## src/inc/sys_seq_params.svh

```systemverilog
// constants for the reset, interrupt and low-power sequencer
// Functional notes
// low voltage sets flag, pin low 4096+32
// then 32 more cycles before core release
// every internal reset drives pin low
// monitor entry reset input causes internal reset
// recovery counter is thirteen bits wide
// deep halt clears counter, gates both clocks
// deep halt recovery 32 or 4096 cycles
// external pin reset leaves counter unchanged; the counter keeps counting in ext_reset
// counter free-runs after every reset state
// entry sets mask; return restores registers
// latched interrupt holds until serviced; the latch also clears when mask_bit is clear and no take is issued
// take at boundary if unmasked and enabled
// highest priority first; pending taken after return
// upper index register never pushed
// software interrupt ignores mask, stacks pc
// resets share top priority, no arbitration
// break forces software interrupt vector
// break protects flags unless clear enabled
// two-step flags protected likewise during break
// idle or deep halt clears interrupt mask
// idle stops core clock; wake stacks next cycle
// idle exits on reset or break; flag set
// bus clock is oscillator divided by four
// status read clears; power-on sets only its flag
`ifndef SYS_SEQ_PARAMS_SVH
`define SYS_SEQ_PARAMS_SVH
`define OFS_BREAK_STATUS 8'h00
`define OFS_RESET_STATUS 8'h01
`define OFS_BREAK_CONTROL 8'h03
`define BIT_IDLE_EXIT 1
`define BIT_CLEAR_ENABLE 7
`define RESET_STATUS_INIT 8'h80
`define LONG_RESET_CYCLES 4128
`define PIN_LOW_CYCLES 32
`define HOLD_CYCLES 32
`define REC_LONG_CYCLES 4096
`define REC_SHORT_CYCLES 32
`define SOFT_INT_VECTOR 4'h0
`define COUNT_W 13
`endif

```

## src/inc/sys_seq_pkg.sv

```systemverilog
// types for the reset, interrupt and low-power sequencer
package sys_seq_pkg;
  typedef enum logic [2:0] {
    reset_long,
    reset_pin_drive,
    reset_hold,
    ext_reset,
    run,
    idle,
    deep_halt,
    recover
  } seq_state_type;

  // reset source flags in status register bit order 7..0
  typedef struct packed {
    logic power_on;
    logic pin;
    logic watchdog;
    logic illegal_op;
    logic illegal_addr;
    logic monitor_entry;
    logic low_voltage;
    logic unused;
  } reset_flags_type;

  // exception control toward the core
  typedef struct packed {
    logic take;
    logic [3:0] vector;
    logic stack_pc_minus1;
    logic push_upper_index;
    logic set_mask;
    logic clear_mask;
    logic unstack;
  } int_ctrl_type;

  // clock control toward core and peripherals
  typedef struct packed {
    logic osc_clock_x4_on;
    logic osc_clock_x2_on;
    logic core_clk_on;
    logic periph_clk_on;
    logic bus_tick;
  } clk_ctrl_type;
endpackage

```

## src/rtl/system_reset_stop_wait_sequencer.sv

```systemverilog
// reset sequencing, interrupt arbitration, break and low-power control
`timescale 1ns/1ps
`include "sys_seq_params.svh"
module system_reset_stop_wait_sequencer #(
  parameter int NUM_IRQ = 8,
  parameter int LONG_RESET = `LONG_RESET_CYCLES
) (
  // clock and reset
  input wire logic mclk,
  input wire logic rst_n,
  // reset sources, asynchronous
  input wire logic power_on_pulse,
  input wire logic low_voltage_trip,
  input wire logic watchdog_reset,
  // reset sources from core logic
  input wire logic illegal_opcode,
  input wire logic illegal_address,
  input wire logic monitor_entry_reset,
  // open-drain reset pin
  input wire logic reset_pin_in,
  output logic reset_pin_out,
  output logic reset_pin_oe,
  output logic core_reset,
  // option bits
  input wire logic short_recovery_option,
  input wire logic emulation_mode,
  // core handshake
  input wire logic instr_done,
  input wire logic mask_bit,
  input wire logic software_interrupt,
  input wire logic return_from_interrupt,
  input wire logic idle_exec,
  input wire logic halt_exec,
  input wire logic int_serviced,
  // interrupt sources
  input wire logic [NUM_IRQ-1:0] irq_req,
  input wire logic [NUM_IRQ-1:0] irq_enable,
  input wire logic break_req,
  output sys_seq_pkg::int_ctrl_type int_ctrl,
  output sys_seq_pkg::clk_ctrl_type clk_ctrl,
  output logic break_state,
  output logic flag_clear_allow,
  // register port
  input wire logic [7:0] reg_addr,
  input wire logic [7:0] reg_wdata,
  input wire logic reg_wr,
  input wire logic reg_rd,
  output logic [7:0] reg_rdata
);
  localparam int CW = `COUNT_W;
  localparam logic [CW-1:0] LONG_END = CW'(LONG_RESET - 1);
  localparam logic [CW-1:0] PIN_END = CW'(`PIN_LOW_CYCLES - 1);
  localparam logic [CW-1:0] HOLD_END = CW'(`HOLD_CYCLES - 1);
  localparam logic [CW-1:0] REC_LONG_END = CW'(`REC_LONG_CYCLES - 1);
  localparam logic [CW-1:0] REC_SHORT_END = CW'(`REC_SHORT_CYCLES - 1);

  generate
    if (LONG_RESET + `HOLD_CYCLES >= (1 << CW) || LONG_RESET < 1) begin : g_bad_long
      $error("long reset count does not fit the counter");
    end
    if (NUM_IRQ < 1 || NUM_IRQ > 15) begin : g_bad_irq
      $error("interrupt count must be 1 to 15");
    end
  endgenerate

  // two-flop synchronisers for asynchronous inputs
  logic [3:0] async_in;
  logic [3:0] sync_a;
  logic [3:0] sync_b;
  assign async_in = {power_on_pulse, low_voltage_trip, watchdog_reset, ~reset_pin_in};

  always_ff @(posedge mclk) begin
    if (!rst_n) begin
      sync_a <= 4'h0;
      sync_b <= 4'h0;
    end else begin
      sync_a <= async_in;
      sync_b <= sync_a;
    end
  end

  logic por_s;
  logic low_volt_s;
  logic wdog_s;
  logic pin_low_s;
  assign por_s = sync_b[3];
  assign low_volt_s = sync_b[2];
  assign wdog_s = sync_b[1];
  assign pin_low_s = sync_b[0];

  sys_seq_pkg::seq_state_type state;
  logic [CW-1:0] rec_count;
  logic long_reset;
  logic driving_pin;

  // internal sources, all equal: any of them restarts the sequence
  logic long_src;
  logic short_src;
  logic internal_reset;
  assign long_src = por_s | low_volt_s;
  assign short_src = wdog_s | illegal_opcode | illegal_address | monitor_entry_reset;
  assign internal_reset = long_src | short_src;

  // pending enabled hardware interrupts, lowest index wins
  logic [NUM_IRQ-1:0] pend;
  logic any_pend;
  logic [3:0] best;
  assign pend = irq_req & irq_enable;
  assign any_pend = |pend;

  always_comb begin
    best = 4'h0;
    for (int i = NUM_IRQ - 1; i >= 0; i--) begin
      if (pend[i]) begin
        best = 4'(i + 1);
      end
    end
  end

  logic [CW-1:0] rec_end;
  assign rec_end = short_recovery_option ? REC_SHORT_END : REC_LONG_END;

  logic wake;
  assign wake = any_pend | break_req | pin_low_s;

  // sequencer state
  always_ff @(posedge mclk) begin
    if (!rst_n) begin
      state <= sys_seq_pkg::reset_long;
      long_reset <= 1'b1;
    end else if (internal_reset) begin
      state <= long_src ? sys_seq_pkg::reset_long : sys_seq_pkg::reset_pin_drive;
      long_reset <= long_src;
    end else begin
      unique case (state)
        sys_seq_pkg::reset_long: begin
          if (rec_count == LONG_END) begin
            state <= sys_seq_pkg::reset_hold;
          end
        end
        sys_seq_pkg::reset_pin_drive: begin
          if (rec_count == PIN_END) begin
            state <= sys_seq_pkg::reset_hold;
          end
        end
        sys_seq_pkg::reset_hold: begin
          if (rec_count == (long_reset ? LONG_END + HOLD_END + 13'h0001 :
                            PIN_END + HOLD_END + 13'h0001)) begin
            state <= sys_seq_pkg::run;
          end
        end
        sys_seq_pkg::ext_reset: begin
          if (!pin_low_s) begin
            state <= sys_seq_pkg::run;
          end
        end
        sys_seq_pkg::run: begin
          if (pin_low_s) begin
            state <= sys_seq_pkg::ext_reset;
          end else if (halt_exec) begin
            state <= sys_seq_pkg::deep_halt;
          end else if (idle_exec) begin
            state <= sys_seq_pkg::idle;
          end
        end
        sys_seq_pkg::idle: begin
          if (pin_low_s) begin
            state <= sys_seq_pkg::ext_reset;
          end else if (any_pend || (break_req && emulation_mode)) begin
            state <= sys_seq_pkg::run;
          end
        end
        sys_seq_pkg::deep_halt: begin
          if (wake) begin
            state <= sys_seq_pkg::recover;
          end
        end
        sys_seq_pkg::recover: begin
          if (rec_count == rec_end) begin
            state <= pin_low_s ? sys_seq_pkg::ext_reset : sys_seq_pkg::run;
          end
        end
      endcase
    end
  end

  // recovery counter
  always_ff @(posedge mclk) begin
    if (!rst_n) begin
      rec_count <= '0;
    end else if (internal_reset) begin
      rec_count <= '0;
    end else if (state == sys_seq_pkg::deep_halt || (state == sys_seq_pkg::run && halt_exec)) begin
      rec_count <= '0;
    end else if (state == sys_seq_pkg::recover && rec_count == rec_end) begin
      rec_count <= rec_count + 13'h0001;
    end else begin
      // free-running in every other state, external reset included
      rec_count <= rec_count + 13'h0001;
    end
  end

  // open-drain pin and core reset
  always_ff @(posedge mclk) begin
    if (!rst_n) begin
      driving_pin <= 1'b1;
      core_reset <= 1'b1;
    end else begin
      driving_pin <= internal_reset || (state == sys_seq_pkg::reset_long) ||
                     (state == sys_seq_pkg::reset_pin_drive && rec_count != PIN_END) ||
                     (state == sys_seq_pkg::reset_long && rec_count == LONG_END);
      core_reset <= internal_reset || (state == sys_seq_pkg::reset_long) ||
                    (state == sys_seq_pkg::reset_pin_drive) ||
                    (state == sys_seq_pkg::reset_hold) ||
                    (state == sys_seq_pkg::ext_reset) ||
                    (state == sys_seq_pkg::run && pin_low_s);
    end
  end
  assign reset_pin_out = 1'b0;
  assign reset_pin_oe = driving_pin;

  // clock divider and gating
  logic [1:0] phase;
  always_ff @(posedge mclk) begin
    if (!rst_n) begin
      phase <= 2'h0;
    end else begin
      phase <= phase + 2'h1;
    end
  end

  logic clocks_off;
  logic core_off;
  assign clocks_off = (state == sys_seq_pkg::deep_halt) || (state == sys_seq_pkg::recover) ||
                      (state == sys_seq_pkg::reset_long);
  assign core_off = clocks_off || (state == sys_seq_pkg::idle);

  always_ff @(posedge mclk) begin
    if (!rst_n) begin
      clk_ctrl <= '0;
    end else begin
      clk_ctrl.osc_clock_x4_on <= state != sys_seq_pkg::deep_halt;
      clk_ctrl.osc_clock_x2_on <= state != sys_seq_pkg::deep_halt;
      clk_ctrl.core_clk_on <= !core_off;
      clk_ctrl.periph_clk_on <= !clocks_off;
      clk_ctrl.bus_tick <= !clocks_off && phase == 2'h3;
    end
  end

  // interrupt latch and arbitration
  logic latched;
  logic [3:0] latched_vec;
  logic boundary;
  logic hw_take;
  logic brk_take;
  assign boundary = (state == sys_seq_pkg::run) && instr_done;
  assign brk_take = break_req && !break_state &&
                    (boundary || (state == sys_seq_pkg::idle && emulation_mode));
  assign hw_take = !latched && !brk_take && any_pend && !mask_bit &&
                   (boundary || (state == sys_seq_pkg::idle) ||
                    (state == sys_seq_pkg::recover && rec_count == rec_end));

  always_ff @(posedge mclk) begin
    if (!rst_n || core_reset) begin
      latched <= 1'b0;
      latched_vec <= 4'h0;
    end else if (int_serviced || (latched && !mask_bit && !int_ctrl.take)) begin
      latched <= 1'b0;
    end else if (hw_take) begin
      latched <= 1'b1;
      latched_vec <= best;
    end
  end

  logic soft_take;
  assign soft_take = boundary && software_interrupt;

  always_ff @(posedge mclk) begin
    if (!rst_n || core_reset) begin
      int_ctrl <= '0;
    end else begin
      int_ctrl.take <= hw_take || brk_take || soft_take;
      int_ctrl.vector <= (brk_take || soft_take) ? `SOFT_INT_VECTOR :
                         (hw_take ? best : latched_vec);
      int_ctrl.stack_pc_minus1 <= hw_take && !brk_take && !soft_take;
      int_ctrl.push_upper_index <= 1'b0;
      int_ctrl.set_mask <= hw_take || brk_take || soft_take;
      int_ctrl.clear_mask <= (state == sys_seq_pkg::run) && (idle_exec || halt_exec);
      int_ctrl.unstack <= boundary && return_from_interrupt;
    end
  end

  // break state and flag protection
  logic break_flag_clear_enable;
  always_ff @(posedge mclk) begin
    if (!rst_n || core_reset) begin
      break_state <= 1'b0;
    end else if (brk_take) begin
      break_state <= 1'b1;
    end else if (boundary && return_from_interrupt) begin
      break_state <= 1'b0;
    end
  end

  // protection covers the second step of two-step clears alike
  always_ff @(posedge mclk) begin
    if (!rst_n) begin
      flag_clear_allow <= 1'b1;
    end else begin
      flag_clear_allow <= !break_state || break_flag_clear_enable;
    end
  end

  // registers
  logic idle_exit_flag;
  sys_seq_pkg::reset_flags_type rsr;
  logic rd_break;
  logic rd_rsr;
  logic wr_break;
  logic wr_ctrl;
  assign rd_break = reg_rd && reg_addr == `OFS_BREAK_STATUS;
  assign rd_rsr = reg_rd && reg_addr == `OFS_RESET_STATUS;
  assign wr_break = reg_wr && reg_addr == `OFS_BREAK_STATUS;
  assign wr_ctrl = reg_wr && reg_addr == `OFS_BREAK_CONTROL;

  always_ff @(posedge mclk) begin
    if (!rst_n) begin
      break_flag_clear_enable <= 1'b0;
    end else if (wr_ctrl) begin
      break_flag_clear_enable <= reg_wdata[`BIT_CLEAR_ENABLE];
    end
  end

  // set wins over a write of zero in the same cycle
  always_ff @(posedge mclk) begin
    if (!rst_n || internal_reset) begin
      idle_exit_flag <= 1'b0;
    end else if (state == sys_seq_pkg::idle && break_req && emulation_mode) begin
      idle_exit_flag <= 1'b1;
    end else if (wr_break && !reg_wdata[`BIT_IDLE_EXIT]) begin
      idle_exit_flag <= 1'b0;
    end
  end

  logic pin_flag_ok;
  assign pin_flag_ok = pin_low_s && !internal_reset && state == sys_seq_pkg::run;

  always_ff @(posedge mclk) begin
    if (!rst_n) begin
      rsr <= `RESET_STATUS_INIT;
    end else if (por_s) begin
      rsr <= `RESET_STATUS_INIT;
    end else begin
      rsr.power_on <= rsr.power_on && !rd_rsr;
      rsr.pin <= pin_flag_ok || (rsr.pin && !rd_rsr);
      rsr.watchdog <= wdog_s || (rsr.watchdog && !rd_rsr);
      rsr.illegal_op <= illegal_opcode || (rsr.illegal_op && !rd_rsr);
      rsr.illegal_addr <= illegal_address || (rsr.illegal_addr && !rd_rsr);
      rsr.monitor_entry <= monitor_entry_reset || (rsr.monitor_entry && !rd_rsr);
      rsr.low_voltage <= low_volt_s || (rsr.low_voltage && !rd_rsr);
      rsr.unused <= 1'b0;
    end
  end

  always_ff @(posedge mclk) begin
    if (!rst_n) begin
      reg_rdata <= 8'h00;
    end else if (rd_break) begin
      reg_rdata <= {6'h00, idle_exit_flag, 1'b0};
    end else if (rd_rsr) begin
      reg_rdata <= rsr;
    end else if (reg_rd && reg_addr == `OFS_BREAK_CONTROL) begin
      reg_rdata <= {break_flag_clear_enable, 7'h00};
    end else begin
      reg_rdata <= 8'h00;
    end
  end
endmodule

```

## config.mk

```make
export PLATFORM = sky130hd
export DESIGN_NAME = system_reset_stop_wait_sequencer
export DESIGN_NICKNAME = d
export VERILOG_FILES = /design/src/inc/sys_seq_pkg.sv /design/src/rtl/system_reset_stop_wait_sequencer.sv
export VERILOG_INCLUDE_DIRS = /design/src /design/src/inc
export SDC_FILE = /design/constraint.sdc
export NUM_CORES = 1
export LEC_CHECK = 0
export BUFFER_PORTS_ARGS = -buffer_cell sky130_fd_sc_hd__buf_4
export CAP_MARGIN = 20
export CORE_MARGIN = 1.5
export CORE_UTILIZATION = 55
export DETAILED_ROUTE_END_ITERATION = 10
export PLACE_DENSITY = 0.84
export RECOVER_POWER = 25
export SYNTH_ARGS = -nofsm -noshare
export SYNTH_HDL_FRONTEND = slang
export SYNTH_SLANG_ARGS = --single-unit
```

## constraint.sdc

```tcl
create_clock -name mclk -period 2.9 [get_ports mclk]
set_clock_uncertainty 0.15 [all_clocks]
set_input_delay 0.29 -clock mclk [delete_from_list [all_inputs] [get_ports mclk]]
set_output_delay 0.29 -clock mclk [all_outputs]
set_load 0.1 [all_outputs]
```

==> summary.md <==
| Metric | Value |
|---|---|
| Outcome | completed |
| Num CTS Buffers | 9 |
| Setup WS post-layout | between 600 and 700 ps |
| DRC | 0 |
| I/O pin cnt | 81 |
| CP Capture Type | flip-flop |
| CTS tree | yes |
| Tmin final | 2296 ps |
| Pwr Density | 554.6 mW/mm² |
| Crit path required time | ~3000 ps |
| Maximum vdd drop | 0.5868 mV |
| Placed Area | 0.003271 mm² |
| Cell Area, Synth | 0.002729 mm² |
| Critical Path Fanout Max | 18 |
| Initial DRC count | 119 |
| Initial core utilization | 57.39% |
| Critical Path AT | 2380 ps |
| Buf/Inv on CP | 0 |
| Gate Count Post-Synth | roughly 300 |
| Crit-path cells | and4bb_4, o211a_4, or4b_4, o21ai_1, a21oi_1 |
| Register area share after synthesis | 46.95% |
| Core area | 0.004755 mm² |
| Pins Over Slew Limit | 0 |
| DIE AREA | ~0.0054 mm² |
| Final Hold Viols | 0 |
| Pre-antenna DRT Iters | 5 |
| Unique cell type count in the Yosys netlist | 48 |
| Clk root buf | clkbuf_8 |
| Final RePlAce weighted congestion | 0.8279 |
| Flops & latches, synth | 64 |
| Ant. Diodes | 0 |
| Via Count | 2402 |
| Syn avg cell area | between 8 and 9 µm² |
| Initial antenna violation count | 0 |
| First-pass GRT wire length | 9328 µm |
| Number of fill cells | 357 |
| Maximum clock path buffer count | 2 |
| NumNets Final | 434 |
| Tot GR Track Use | 22.65% |
| RSZ-0062 raised after global routing | no |
| Tightest Hold Check Type | in2reg |
| Final setup violation count | 0 |
| Crit path max-delay family | simple AND/OR/NAND/NOR gates |
| Vias/cell | 5.326 |
| EDFF count, synth | 0 |
| Die X | 73.44 µm |
| WL per Instance | 13.06 µm |
| Core Util, Final | 73.97% |
| Die height | 73.44 µm |
| Top cells by area, synth | dfxtp_1, nor2_1, and2_1, a21oi_1, nand3_1 |
| Top_reg_cell synth | dfxtp_1 |
| Number of global-route vias before repair | 2149 |
| Largest area contributor in the netlist | dfxtp_1 |
| Multi-input gate area | 0.001339 mm² |
| Max-cap violation count | 0 |
| CP max stage delay | 670 ps |
| Slew HR | approximately 22% |
| Pleak | 1.416 nW |
| Slowest stage cell, crit path | dfxtp_1 |
| P&R area growth vs syn | 28.89% |
| Synth async-reset ratio | 0% |
| Layout cells sized above 1 | 21.88% |
| Number of H-tree levels | 3 |
| Register area | 0.001281 mm² |
| Slew of the pin with the lowest slew margin | 1171 ps |
| # rows | 25 |
| Setup Buffers After CTS | 0 |
| Max Freq | 435.5 MHz |
| Final Cell Area | ~0.0035 mm² |
| Buffers on Ports | 71 |
| DP HPWL | 4153 µm |
| Worst-skew pair later-pin latency | 350 ps |
| Final global-route overflow total | 0 |
| CP Class | reg2reg |
| CTS Sinks | 64 |
| Routed Antenna Nets | 0 |
| Yosys Warn Count | 0 |
| Setup TNS | 0 ps |
| Total routed wirelength | 5892 µm |
| Fin crit share | 79.18% |
| CP startpoint kind | flip-flop |
| Synth top area share | about 47% |
| Worst-path clk slew | roughly 80 ps |
| Largest net degree at the start of global routing | 19 |
| Post-place setup slack | 634.8 ps |
## logic make-up after synthesis
kind of cell               count (synthesis)  synth area share, %
muxes                                      5                1.834
other                                      1               0.1374
buffers and inverters                     23                4.264
adders and majority gates                  2               0.9169
DFF                                       64                46.95
AOI/OAI and AO/OA                         58                13.76
xor gates and xnor gates                  13                4.172
and+or+nand+nor                          138                27.97
## routing by layer
layer,GRT usage (%),part of all wire [%],up-vias
met5,0,0,-
met4,12.35,2.1,0
met3,4.527,6.1,13
met2,36.74,48,80
met1,28.18,44,1089
li1,-,-,1220
## sequential cells by signal, summed over array words and instances, names as in the netlist, 2 cells and up
register and count:
state 3, rsr 7, sync_a 4, clk_ctrl 4
rec_count 13, int_ctrl 8, phase 2, latched_vec 4
sync_b 4, reg_rdata 7
## worst reg2reg max path, stage by stage (launching register included)
cell      delay [ps]
dfxtp_1          670
and4bb_4         330
o211a_4          260
or4b_4           560
o21ai_1          140
a21oi_1           80
## cell usage after synthesis (5+ instances only)
master / number
dfxtp_1: 64
nor2_1: 35
a21oi_1: 22
nand2_1: 20
and2_1: 18
nand3_1: 16
clkbuf_1: 9
nand4_1: 7
nor3_1: 7
o21ai_0: 7
xor2_1: 7
buf_4: 6
inv_1: 6
o21ai_1: 6
xnor2_1: 6
a22oi_1: 5
mux2i_1: 5
## area by class of cell
| class | instances | area share, % |
|---|---|---|
| Clock buffer | 10 | 3.913 |
| Clock inverter | 6 | 2.561 |
| Inverter | 7 | 0.7471 |
| Multi-Input combinational cell | 219 | 38.06 |
| Sequential cell | 64 | 36.43 |
| Tap cell | 67 | 2.383 |
| Timing Repair Buffer | 78 | 15.90 |
## cells in the final DEF (no fill, tap or decap), drive strengths merged, types with 3 or more instances in the layout
master       instances
nand2b               4
xor2                 7
a21oi               22
mux2i                5
a211oi               3
buf                 59
nor2                35
o21ai               13
and3                 4
xnor2                6
nand2               20
a22oi                5
a211o                3
conb                 3
nor3                 9
nand3               16
inv                  7
and4                 4
or3                  4
dfxtp               64
nand4                7
nor2b                3
and2                18
o211a                3
nor3b                4
clkinv               3
dlygate4sd3          6
clkbuf              23
## power breakdown
| group | internal [mW] | switching, mW | leakage (nW) |
|---|---|---|---|
| logic | 0.0766 | 0.0997 | 0.783 |
| clock network | 0.510 | 0.359 | 0.113 |
| registers | 0.896 | 0.00896 | 0.520 |
| total | 1.48 | 0.468 | 1.42 |
## through the flow
step                      hold WS [ps]  cells  power (mW)
after floorplan                  206.7    306       1.026
after global placement           262.0    429       1.093
after detailed placement         260.4    429       1.096
after CTS                        9.613    451       1.959
after global routing             31.13    451       2.003
final                            18.71    451       1.951
## repair_timing
action,CTS,global route
gates resized for setup,0,0
hold endpoints to repair,6,0
hold buffers,6,0
## final timing paths
kind / from / end / slack (ps) / cells after the start
setup reg to reg: state[1] / latched_vec[1] / 600 / 5
setup / recovery: state[1] / latched_vec[1] / 600 / 5
hold reg to reg: phase[0] / phase[0] / 280 / 1
hold / removal: monitor_entry_reset / rsr[2] / 20 / 3
Power figures use the tool's default switching activity.
